<file path="config.mk">
export PLATFORM = sky130hd
export DESIGN_NAME = acsr_regs
export DESIGN_NICKNAME = d
export VERILOG_FILES = /design/src/acsr_pkg.sv /design/src/acsr_regs.sv
export SDC_FILE = /design/constraint.sdc
export NUM_CORES = 1
export LEC_CHECK = 0
export BUFFER_PORTS_ARGS = -buffer_cell sky130_fd_sc_hd__buf_2
export CORE_MARGIN = 4
export CORE_UTILIZATION = 46
export CTS_CLUSTER_DIAMETER = 80
export DETAILED_ROUTE_END_ITERATION = 10
export PLACE_DENSITY_LB_ADDON = 0.2
export SLEW_MARGIN = 10
export SYNTH_ARGS = -nofsm -noshare
export SYNTH_HDL_FRONTEND = slang
export SYNTH_SLANG_ARGS = --single-unit
</file>
<file path="constraint.sdc">
create_clock -name clock -period 3.4 [get_ports clock]
set_input_delay 0.17 -clock clock [delete_from_list [all_inputs] [get_ports clock]]
set_output_delay 0.17 -clock clock [all_outputs]
set_load 0.02 [all_outputs]
</file>
<file path="src/acsr_pkg.sv">
// Constants, field layouts and carrier types of the autonegotiation
// control, status and low advertisement register bank.
// Assumes one device clock and a management port that carries a
// device address, a register address and 16-bit data.
package acsr_pkg;

  localparam logic [4:0] ACSR_MMD_DEV = 5'h07;
  localparam logic [15:0] ACSR_CTRL_ADDR = 16'h0200;
  localparam logic [15:0] ACSR_STAT_ADDR = 16'h0201;
  localparam logic [15:0] ACSR_ADVL_ADDR = 16'h0202;

  localparam logic [15:0] ACSR_CTRL_RESET = 16'h1000;
  localparam logic [15:0] ACSR_STAT_RESET = 16'h0008;
  localparam logic [15:0] ACSR_ADVL_RESET = 16'h0001;

  localparam int ACSR_CTRL_ENABLE_BIT = 12;
  localparam int ACSR_CTRL_RESTART_BIT = 9;

  localparam int ACSR_STAT_PAGE_BIT = 6;
  localparam int ACSR_STAT_DONE_BIT = 5;
  localparam int ACSR_STAT_FAULT_BIT = 4;
  localparam int ACSR_STAT_ABLE_BIT = 3;
  localparam int ACSR_STAT_LINK_BIT = 2;

  localparam int ACSR_ADV_NP_BIT = 15;
  localparam int ACSR_ADV_ACK_BIT = 14;
  localparam int ACSR_ADV_FAULT_BIT = 13;
  localparam int ACSR_ADV_FORCE_BIT = 12;
  localparam int ACSR_ADV_PAUSE_HI = 11;
  localparam int ACSR_ADV_PAUSE_LO = 10;
  localparam int ACSR_ADV_SEL_HI = 4;
  localparam int ACSR_ADV_SEL_LO = 0;

  localparam logic [4:0] ACSR_SELECTOR_8023 = 5'h01;
  localparam logic ACSR_ROLE_SLAVE = 1'b0;
  localparam logic ACSR_ROLE_MASTER = 1'b1;

  typedef enum logic [1:0] {
    ACSR_RS_IDLE = 2'b01,
    ACSR_RS_PEND = 2'b10
  } acsr_restart_state_t;

  typedef struct packed {
    logic valid;
    logic write;
    logic [4:0] dev;
    logic [15:0] addr;
    logic [15:0] wdata;
  } acsr_mgmt_req_t;

  typedef struct packed {
    logic restart_started;
    logic page_stored;
    logic base_page;
    logic partner_fault;
    logic complete;
    logic link_up;
    logic adv_valid;
    logic lp_valid;
  } acsr_eng_status_t;

  typedef struct packed {
    logic next_page_request;
    logic codeword_acknowledge;
    logic local_fault_advertise;
    logic force_role;
    logic advertised_role_master;
    logic [1:0] pause_ability;
    logic [4:0] selector_field;
  } acsr_adv_t;

endpackage

</file>
<file path="src/acsr_regs.sv">
// Autonegotiation control, status and low advertisement registers.
// Assumes the negotiation engine and link monitor run on the same
// clock and report single-cycle event pulses and status levels.
`timescale 1ns/100ps
`default_nettype none
module acsr_regs
(
  // Clock and reset
  input wire logic clock,
  input wire logic rst_n,
  // Management access
  input wire acsr_pkg::acsr_mgmt_req_t mgmt_req,
  output logic mgmt_ack,
  output logic [15:0] mgmt_rdata,
  // Negotiation engine
  input wire acsr_pkg::acsr_eng_status_t eng_status,
  input wire logic role_master_in,
  output logic autoneg_enable,
  output logic autoneg_restart,
  output acsr_pkg::acsr_adv_t tx_adv
);
  import acsr_pkg::*;

  acsr_restart_state_t rs_q;
  acsr_restart_state_t rs_d;
  logic enable_q;
  logic page_flag_q;
  logic page_hold_q;
  logic first_seen_q;
  logic fault_flag_q;
  logic link_ll_q;
  logic ack_q;
  logic next_page_q;
  logic local_fault_q;
  logic force_q;
  logic [1:0] pause_q;
  logic ack_out_q;
  logic [15:0] rdata_q;
  acsr_adv_t adv_q;

  // Address decode
  wire dev_hit = mgmt_req.valid && (mgmt_req.dev == ACSR_MMD_DEV);
  wire ctrl_sel = dev_hit && (mgmt_req.addr == ACSR_CTRL_ADDR);
  wire stat_sel = dev_hit && (mgmt_req.addr == ACSR_STAT_ADDR);
  wire advl_sel = dev_hit && (mgmt_req.addr == ACSR_ADVL_ADDR);
  wire ctrl_wr = ctrl_sel && mgmt_req.write;
  wire advl_wr = advl_sel && mgmt_req.write;
  wire stat_rd = stat_sel && !mgmt_req.write;
  wire restart_wr = ctrl_wr && mgmt_req.wdata[ACSR_CTRL_RESTART_BIT];

  // Restart handshake: held until the engine reports the new start
  always_comb
  begin
    rs_d = rs_q;
    case (rs_q)
      ACSR_RS_IDLE:
      begin
        if (restart_wr)
          rs_d = ACSR_RS_PEND;
      end
      ACSR_RS_PEND:
      begin
        if (eng_status.restart_started && !restart_wr)
          rs_d = ACSR_RS_IDLE;
      end
      default:
        rs_d = ACSR_RS_IDLE;
    endcase
  end

  // First page of a negotiation is reported only once partner page is valid
  wire page_event = eng_status.page_stored || page_hold_q;
  wire page_ok = first_seen_q || eng_status.lp_valid;
  wire page_set = page_event && page_ok;
  wire page_hold_d = page_event && !page_ok;
  wire first_seen_d = eng_status.restart_started ? 1'b0 : (first_seen_q || page_set);
  wire fault_set = eng_status.page_stored && eng_status.base_page
    && eng_status.partner_fault;

  // Complete only while enabled and everything is valid
  wire done_now = enable_q && eng_status.complete && eng_status.link_up
    && eng_status.adv_valid && eng_status.lp_valid;

  wire [15:0] ctrl_word = {3'h0, enable_q, 2'h0, (rs_q == ACSR_RS_PEND), 9'h000};
  wire [15:0] stat_word = {9'h000, page_flag_q, done_now, fault_flag_q, 1'b1,
    link_ll_q, 2'h0};
  wire [15:0] advl_word = {next_page_q, ack_q, local_fault_q, force_q, pause_q,
    5'h00, ACSR_SELECTOR_8023};
  wire [15:0] rdata_d = ctrl_sel ? ctrl_word :
                        stat_sel ? stat_word :
                        advl_sel ? advl_word : 16'h0000;

  wire acsr_adv_t adv_d = '{
    next_page_request: next_page_q,
    codeword_acknowledge: ack_q,
    local_fault_advertise: local_fault_q,
    force_role: force_q,
    advertised_role_master: role_master_in,
    pause_ability: pause_q,
    selector_field: ACSR_SELECTOR_8023
  };

  always_ff @(posedge clock or negedge rst_n)
  begin
    if (!rst_n)
      rs_q <= ACSR_RS_IDLE;
    else
      rs_q <= rs_d;
  end

  always_ff @(posedge clock or negedge rst_n)
  begin
    if (!rst_n)
      enable_q <= ACSR_CTRL_RESET[ACSR_CTRL_ENABLE_BIT];
    else if (ctrl_wr)
      enable_q <= mgmt_req.wdata[ACSR_CTRL_ENABLE_BIT];
  end

  // Latched status: a new event in the read cycle wins over the clear
  always_ff @(posedge clock or negedge rst_n)
  begin
    if (!rst_n)
    begin
      page_flag_q <= ACSR_STAT_RESET[ACSR_STAT_PAGE_BIT];
      fault_flag_q <= ACSR_STAT_RESET[ACSR_STAT_FAULT_BIT];
      page_hold_q <= 1'b0;
      first_seen_q <= 1'b0;
    end
    else
    begin
      page_flag_q <= (page_flag_q && !stat_rd) || page_set;
      fault_flag_q <= (fault_flag_q && !stat_rd) || fault_set;
      page_hold_q <= page_hold_d;
      first_seen_q <= first_seen_d;
    end
  end

  // Link latch low: a read reloads the present link level
  always_ff @(posedge clock or negedge rst_n)
  begin
    if (!rst_n)
      link_ll_q <= ACSR_STAT_RESET[ACSR_STAT_LINK_BIT];
    else if (stat_rd)
      link_ll_q <= eng_status.link_up;
    else if (!eng_status.link_up)
      link_ll_q <= 1'b0;
  end

  // Acknowledge set on a received codeword, cleared when a new run starts
  always_ff @(posedge clock or negedge rst_n)
  begin
    if (!rst_n)
      ack_q <= ACSR_ADVL_RESET[ACSR_ADV_ACK_BIT];
    else if (eng_status.page_stored)
      ack_q <= 1'b1;
    else if (eng_status.restart_started)
      ack_q <= 1'b0;
  end

  always_ff @(posedge clock or negedge rst_n)
  begin
    if (!rst_n)
    begin
      next_page_q <= ACSR_ADVL_RESET[ACSR_ADV_NP_BIT];
      local_fault_q <= ACSR_ADVL_RESET[ACSR_ADV_FAULT_BIT];
      force_q <= ACSR_ADVL_RESET[ACSR_ADV_FORCE_BIT];
      pause_q <= ACSR_ADVL_RESET[ACSR_ADV_PAUSE_HI:ACSR_ADV_PAUSE_LO];
    end
    else if (advl_wr)
    begin
      next_page_q <= mgmt_req.wdata[ACSR_ADV_NP_BIT];
      local_fault_q <= mgmt_req.wdata[ACSR_ADV_FAULT_BIT];
      force_q <= mgmt_req.wdata[ACSR_ADV_FORCE_BIT];
      pause_q <= mgmt_req.wdata[ACSR_ADV_PAUSE_HI:ACSR_ADV_PAUSE_LO];
    end
  end

  // Read data and acknowledge one cycle after each request
  always_ff @(posedge clock or negedge rst_n)
  begin
    if (!rst_n)
    begin
      ack_out_q <= 1'b0;
      rdata_q <= 16'h0000;
      adv_q <= '0;
    end
    else
    begin
      ack_out_q <= mgmt_req.valid;
      rdata_q <= rdata_d;
      adv_q <= adv_d;
    end
  end

  assign mgmt_ack = ack_out_q;
  assign mgmt_rdata = rdata_q;
  assign autoneg_enable = enable_q;
  assign autoneg_restart = (rs_q == ACSR_RS_PEND);
  assign tx_adv = adv_q;

endmodule
`default_nettype wire

</file>
-- After elaboration in Yosys (flattened, before gate mapping)
Index checks and enable logic that the tools add are counted.
- eq/ne operators: 9
- multiplexer cells: 11
- reductions and logical operators: 30
- operators with widths (kind ; count):
    == test 16 x 10 -> 1 bit, second input constant ; 3
    two-way mux 16 bit ; 3
    logical AND 1 bit ; 19
    == test 5 x 3 -> 1 bit, second input constant ; 1
    logical OR 1 bit ; 5
    two-way mux 1 bit ; 5
    logical NOT 1 bit ; 4
    two-way mux 2 bit ; 2
    inequality test 2 x 1 -> 1 bit, second input constant ; 2
    one-hot mux 2 bit (2 select lines) ; 1
    == test 2 x 1 -> 1 bit, second input constant ; 1
    == test 2 bit, second input constant ; 1
    inequality test 2 bit, second input constant ; 1
    AND reduction 2 bit ; 1
    nonzero test 2 bit ; 1
- register bits: 39
- input port bits: 50
- output and inout bits: 31
- word-level logic and storage cells: 71

-- Longest topological paths before layout
Gate-level depths: netlist of the first run.
- word-level depth: 9
- depth in mapped cells: 5
- depth with buffers taken out: 4

-- Worst setup path before layout of the first run
No wires, ideal clock.
- path type: in2reg
- start point: in mgmt_req[36] in the netlist's numbering
- end point: reg force_q
- setup time: 125 ps
- arrival: 1484 ps
- required time: 3275 ps
- slack: 1791 ps
- stages: 5
- buffers on the path: 1
- path through: nor4b_4 > nand4_4 > or3_1 > buf_2 > mux2_4
- longest elaborated chain between the ends: 4
- RTL lines (item ; line ; text):
    from (decl) ; acsr_regs.sv:12 ; input wire acsr_pkg::acsr_mgmt_req_t mgmt_req,
    == test 5 x 3 -> 1 bit ; acsr_regs.sv:42 ; wire dev_hit = mgmt_req.valid && (mgmt_req.dev == ACSR_MMD_DEV);
    logical AND 1 bit ; acsr_regs.sv:42 ;
    logical AND 1 bit ; acsr_regs.sv:45 ; wire advl_sel = dev_hit && (mgmt_req.addr == ACSR_ADVL_ADDR);
    logical AND 1 bit ; acsr_regs.sv:47 ; wire advl_wr = advl_sel && mgmt_req.write;
    to (signal assigned) ; acsr_regs.sv:166 ; force_q <= ACSR_ADVL_RESET[ACSR_ADV_FORCE_BIT];
    to (signal assigned) ; acsr_regs.sv:173 ; force_q <= mgmt_req.wdata[ACSR_ADV_FORCE_BIT];
    to (decl) ; acsr_regs.sv:35 ; logic force_q;
Every way passes these cells.
A chain may end at the register's enable or synchronous reset.

-- Worst setup path in the final report of the first run
- start point: in mgmt_req[38] in the netlist's numbering
- end point: reg pause_q[1]
- longest elaborated chain between the ends: 3
- RTL lines (item ; line ; text):
    logical AND 1 bit ; acsr_regs.sv:42 ;
    logical AND 1 bit ; acsr_regs.sv:45 ;
    logical AND 1 bit ; acsr_regs.sv:47 ;
    to (signal assigned) ; acsr_regs.sv:167 ; pause_q <= ACSR_ADVL_RESET[ACSR_ADV_PAUSE_HI:ACSR_ADV_PAUSE_LO];
    to (signal assigned) ; acsr_regs.sv:174 ; pause_q <= mgmt_req.wdata[ACSR_ADV_PAUSE_HI:ACSR_ADV_PAUSE_LO];
    to (decl) ; acsr_regs.sv:36 ; logic [1:0] pause_q;
Every way passes these cells.

==> flow_summary_export.csv, run 1 <==
group,metric,value,unit
run_status,status,"completed",
placement,placed_cell_area,1770,um^2
worst_setup_path,endpoint_kind,"register",
sta,period_share,57.4,%
global_routing,grt_pass1_vias,1075,
worst_setup_path,worstPathCellList,"dlygate4sd3_1, buf_2, nor4b_4, nand4_4, or3_1, mux2_4",
floorplan,ios,81,
global_routing,antenna_found_initial,0,
floorplan,start_util,49.8,%
logic_synthesis,synth-edff-count,0,
worst_setup_path,path_class,"input port to register",
clock_network,cts_made_buffers,5,
pwr,p_sw_share,23.6,%
final_layout,antenna_cells,0,
pwr,powerDensity,383,nW/um^2
worst_setup_path,critPathCapture,"pause_q[1]",
routing,drc,0,
worst_setup_path,timing.rr.start,"rs_q[0]",
floorplan,die_w,63.8,um
logic_synthesis,yosysSeqAreaShare,63.0,%
worst_hold_path,hold_class,"input port to register",
routing,drtIter0Drc,14,
pwr,p_clk_share,29.4,%
final_layout,design_area,1850,um^2
placement,dp_hpwl,2200,um
worst_setup_path,rr_worst_depth,3,
routing,drt-total-wl,2770,um
placement,io_buffers,63,
routing,drt-vias-per-instance,4.56,
logic_synthesis,avgSynthCellArea,13.7,um^2
sta,clock.fmax,513,MHz
worst_setup_path,slowest_delay,550,ps
routing,vias,999,
sta,slew_headroom,50.9,%
worst_setup_path,worst-path-stages,6,
pwr,p_leak,1.02,nW
pwr,p_int,0.540,mW
logic_synthesis,yosysWarnings,0,
worst_setup_path,r2r_slack,2070,ps
clock_network,clk_path_buf_depth,2,
worst_setup_path,crit_slowest_cell,"or3_1",
sta,fin_setup_tns,0,ps
logic_synthesis,netlist_area,1430,um^2
clock_network,clock-sinks,36,
logic_synthesis,synth_cells,105,
sta,maxSlewViolCount,0,
routing,wl_per_cell,12.6,um
logic_synthesis,synth_flop_cell,"dfrtp_1",
worst_setup_path,worstPathMaxFanout,9,
pwr,p_comb_share,9.0,%
routing,ant_nets,0,
sta,rsz0062_at_grt,"no",
logic_synthesis,synthArstFlopShare,100,%
sta,tightest_slew,737,ps
pwr,p_switching,0.166,mW
clock_network,clk_pin_slew_worst_paths,100,ps
clock_network,holdBufCountCts,3,
worst_setup_path,arrival,2170,ps
clock_network,ctsHtreeMaxLevel,2,
clock_network,cts_tree,"built",
worst_setup_path,path_buf_inv,2,
pwr,ir_drop,0.220,mV
worst_setup_path,setup.worst_path.start,"mgmt_req[38]",
routing,dr.pass1.iters,4,
floorplan,core-area,2880,um^2
logic_synthesis,synth_top_area_share,59.3,%
worst_hold_path,hold_start,"eng_status[7]",
floorplan,fp.dieH,63.8,um
floorplan,num_rows,19,
final_layout,drive_gt1_share,47.5,%
global_routing,grt_usage,15.0,%
final_layout,final_common_cell,"buf_2",
sta,setup_violations,0,
flow_run,cap_violations,0,
final_layout,final_nets,226,
clock_network,root_buffer,"clkbuf_4",
sta,period_minus_slack,1950,ps
worst_setup_path,critPathTopFamily,"simple AND/OR/NAND/NOR gates",
pwr,seq_power_share,61.6,%
clock_network,post-cts-setup-buffers,0,
sta,timing.clock.skew,5.85,ps
worst_setup_path,reg2reg_to,"rs_q[1]",
placement,place_ws,1510,ps
logic_synthesis,ys_seq_elements,36,
clock_network,cts_resized,0,
final_layout,layout_common_cells,"buf_2 (63), dfrtp_1 (34), conb_1 (8)",
final_layout,areaGrowthSynthToFinish,28.8,%
global_routing,grt_pass1_wl,4640,um
logic_synthesis,synthTopCellsByArea,"dfrtp_1 (59%), mux2_4 (5.2%), buf_4 (3.7%), dfstp_2 (3.7%), nor4_4 (3.0%)",
floorplan,dieArea,4070,um^2
placement,place_inst,208,
sta,finalHoldViolCount,0,
logic_synthesis,synth.distinct_cells,33,
global_routing,grt_max_degree,37,
final_layout,stdcell_count,219,
logic_synthesis,yosys.area.top_type,"dfrtp_1",
worst_setup_path,setup.worst_path.start_class,"input port",
clock_network,clk_latency,330,ps
pwr,total_power,0.707,mW
worst_setup_path,cp_data_required_time,3620,ps
sta,timing.final.ws_setup,1450,ps
global_routing,grt_overflow,0,
placement,gp_congestion,0.763,
synthesized netlist by cell type (2+ instances only):
library cell and count:
and2_1 6, buf_4 7, conb_1 2, dfrtp_1 34, dfstp_2 2, inv_1 6
mux2_4 5, nand2b_1 3, nand3_1 4, nor2_1 6, nor3_1 6, nor4_4 2
o21ai_0 2
registers in the layout, summed over array words and instances, names as in the netlist, 2 cells and up:
signal,cells
tx_adv,8
mgmt_rdata,13
rs_q,2
pause_q,2
power groups by stage:
stage,clock (mW),sequential (mW),combinational (mW)
finish,0.208,0.435,0.0637
global route,0.236,0.436,0.0707
CTS,0.218,0.435,0.0648
detailed placement,0,0.444,0.0621
global placement,0,0.443,0.0603
floorplan,0,0.447,0.0236
logic make-up (layout without fill, tap and decap cells):
family	count (synthesis)	in the layout	synth area share (%)
other cells	2	8	0.524
buf+inv	14	80	5.58
flops	36	36	63.0
simple gates	39	39	21.0
mux	7	7	6.72
compound gates	7	7	3.14
stage by stage:
| step | hold WS, ps | util (%) |
|---|---|---|
| 2_1_floorplan | -126 | - |
| 3_3_place_gp | 276 | 61.4 |
| 3_5_place_dp | 280 | 61.4 |
| 4_1_cts | 21.3 | 64.2 |
| 5_1_grt | 32.8 | 64.2 |
| 6_report | 41.5 | 64.2 |
area by class of cell:
cell class | count | area (um^2)
fillers | 233 | 1030
flip-flops and latches | 36 | 903
multi-input cells | 61 | 473
repair buffers | 66 | 345
well taps | 42 | 52.6
clock buffers | 7 | 45.0
inverters | 6 | 22.5
clock inverters | 1 | 5.00
how the worst min path moves through the flow:
| stage | end | cells past startpoint |
|---|---|---|
| finish | first_seen_q | 2 |
| global route | first_seen_q | 2 |
| CTS | first_seen_q | 2 |
| detailed placement | mgmt_rdata[5] | 1 |
| global placement | mgmt_rdata[2] | 1 |
| floorplan | ack_q | 0 |
layer usage:
layer / GRT usage [%] / vias to the layer above / routed length (um)
met2: 25.2 / 53 / 1310
met4: 6.47 / 0 / 60
met1: 16.7 / 454 / 1120
met3: 6.48 / 5 / 279
li1: - / 487 / -
met5: 0 / - / 0
(Power assumes the default switching activity.)
==> run 2: changes to the inputs <==
- CORE_UTILIZATION: 46 -> 39
- clock period: 3.4 -> 1.6 ns (I/O delays scaled with it)
==> flow_summary_export.csv, run 2 (synthesized netlist as in run 1, its figures left out) <==
group,metric,value,unit
sta,finalHoldViolCount,0,
clock_network,clock-sinks,36,
sta,timing.clock.skew,5.40,ps
global_routing,antenna_found_initial,0,
sta,setup_violations,0,
sta,tightest_slew,769,ps
pwr,total_power,1.83,mW
sta,clock.fmax,727,MHz
routing,wl_per_cell,12.5,um
worst_setup_path,worstPathCellList,"nand2b_1, a2111oi_0, or2_2",
final_layout,largest_reg_flops,13,
routing,vias,1029,
floorplan,core-area,3440,um^2
final_layout,layout_common_cells,"buf_2 (63), dfrtp_1 (34), conb_1 (8)",
global_routing,grt_usage,13.2,%
routing,drtIter0Drc,33,
clock_network,cts_made_buffers,5,
global_routing,grt_pass1_wl,4490,um
floorplan,num_rows,21,
final_layout,final_nets,232,
placement,dp_hpwl,2280,um
routing,drc,0,
final_layout,final_common_cell,"buf_2",
worst_setup_path,arrival,1600,ps
clock_network,post-cts-setup-buffers,0,
final_layout,drive_gt1_share,49.7,%
sta,fin_setup_tns,0,ps
clock_network,clk_latency,280,ps
floorplan,fp.dieH,68.6,um
pwr,ir_drop,0.536,mV
worst_setup_path,r2r_slack,220,ps
final_layout,areaGrowthSynthToFinish,36.7,%
floorplan,start_util,41.7,%
sta,period_minus_slack,1380,ps
global_routing,grt_max_degree,37,
sta,maxSlewViolCount,0,
clock_network,cts_tree,"built",
final_layout,antenna_cells,0,
sta,slew_headroom,48.7,%
worst_setup_path,worstPathMaxFanout,2,
routing,drt-vias-per-instance,4.49,
clock_network,root_buffer,"clkbuf_8",
floorplan,ios,81,
global_routing,grt_overflow,0,
run_status,status,"completed",
worst_setup_path,crit_slowest_cell,"dfstp_2",
routing,drt-total-wl,2850,um
placement,io_buffers,63,
pwr,powerDensity,936,nW/um^2
floorplan,die_w,68.6,um
floorplan,dieArea,4710,um^2
sta,period_share,86.0,%
global_routing,grt_pass1_vias,1053,
final_layout,post-route-util,57.0,%
routing,dr.pass1.iters,4,
sta,rsz0062_at_grt,"no",
pwr,p_leak,1.07,nW
worst_setup_path,critPathTopFamily,"flip-flops",
placement,gp_congestion,0.762,
clock_network,clk_path_buf_depth,2,
routing,ant_nets,0,
worst_setup_path,slowest_delay,530,ps
worst_hold_path,hold_class,"input port to register",
worst_setup_path,setup.worst_path.start_class,"register",
worst_setup_path,path_class,"register to register",
worst_setup_path,path_buf_inv,0,
flow_run,cap_violations,0,
worst_setup_path,endpoint_kind,"register",
worst_setup_path,cp_data_required_time,1820,ps
clock_network,cts_resized,0,
clock_network,ctsHtreeMaxLevel,2,
clock_network,clk_pin_slew_worst_paths,70,ps
[run 2: path summary, 6_finish.rpt]
| kind | start | cells after the start | endpoint |
|---|---|---|---|
| min in group asynchronous | rst_n | 2 | mgmt_rdata[9] |
| worst min-delay path | eng_status[0] | 2 | page_hold_q |
| max in group asynchronous | rst_n | 2 | pause_q[1] |
| worst max-delay path | rs_q[0] | 3 | rs_q[1] |
| worst min register to register | next_page_q | 0 | tx_adv[11] |
| worst max register to register | rs_q[0] | 3 | rs_q[1] |
[run 2: metal layers]
metal	up-vias	share of wire (%)	global-route usage (%)
met1	469	39	15.2
met5	-	0	0
li1	497	-	-
met3	7	11	3.73
met2	56	47	21.6
met4	0	2.6	8.19
[run 2: worst reg2reg max path, stage by stage (launching register included)]
cell and delay (ps):
dfstp_2 530, nand2b_1 50, a2111oi_0 530, or2_2 210
[run 2: metrics by stage]
| step | cell area (um^2) | instances | setup slack, ps | hold slack (ps) |
|---|---|---|---|---|
| floorplan | 1460 | 111 | 81.2 | -216 |
| global placement | 1810 | 217 | -53.0 | 183 |
| detailed placement | 1810 | 217 | -55.2 | 192 |
| CTS | 1960 | 229 | 230 | 9.92 |
| global route | 1960 | 229 | 192 | 19.5 |
| finish | 1960 | 229 | 224 | 12.5 |
[run 2: report_power, final]
group / total, mW / switching [mW] / leakage (nW) / internal (mW)
logic: 0.141 / 0.0806 / 0.548 / 0.0600
clock network: 0.768 / 0.307 / 0.0541 / 0.460
registers: 0.926 / 0.00494 / 0.470 / 0.921
total: 1.83 / 0.393 / 1.07 / 1.44
[run 2: cell type report]
type	count	area, um^2
flip-flops and latches	36	903
clock inverters	3	42.5
clock buffers	5	68.8
fillers	311	1480
inverters	6	22.5
multi-input cells	61	473
well taps	46	57.6
repair buffers	72	393
[run 2: timing repair]
action,in CTS,in global routing
endpoints found under the setup margin,0,0
hold buffers,4,0
hold endpoints to repair,37,0
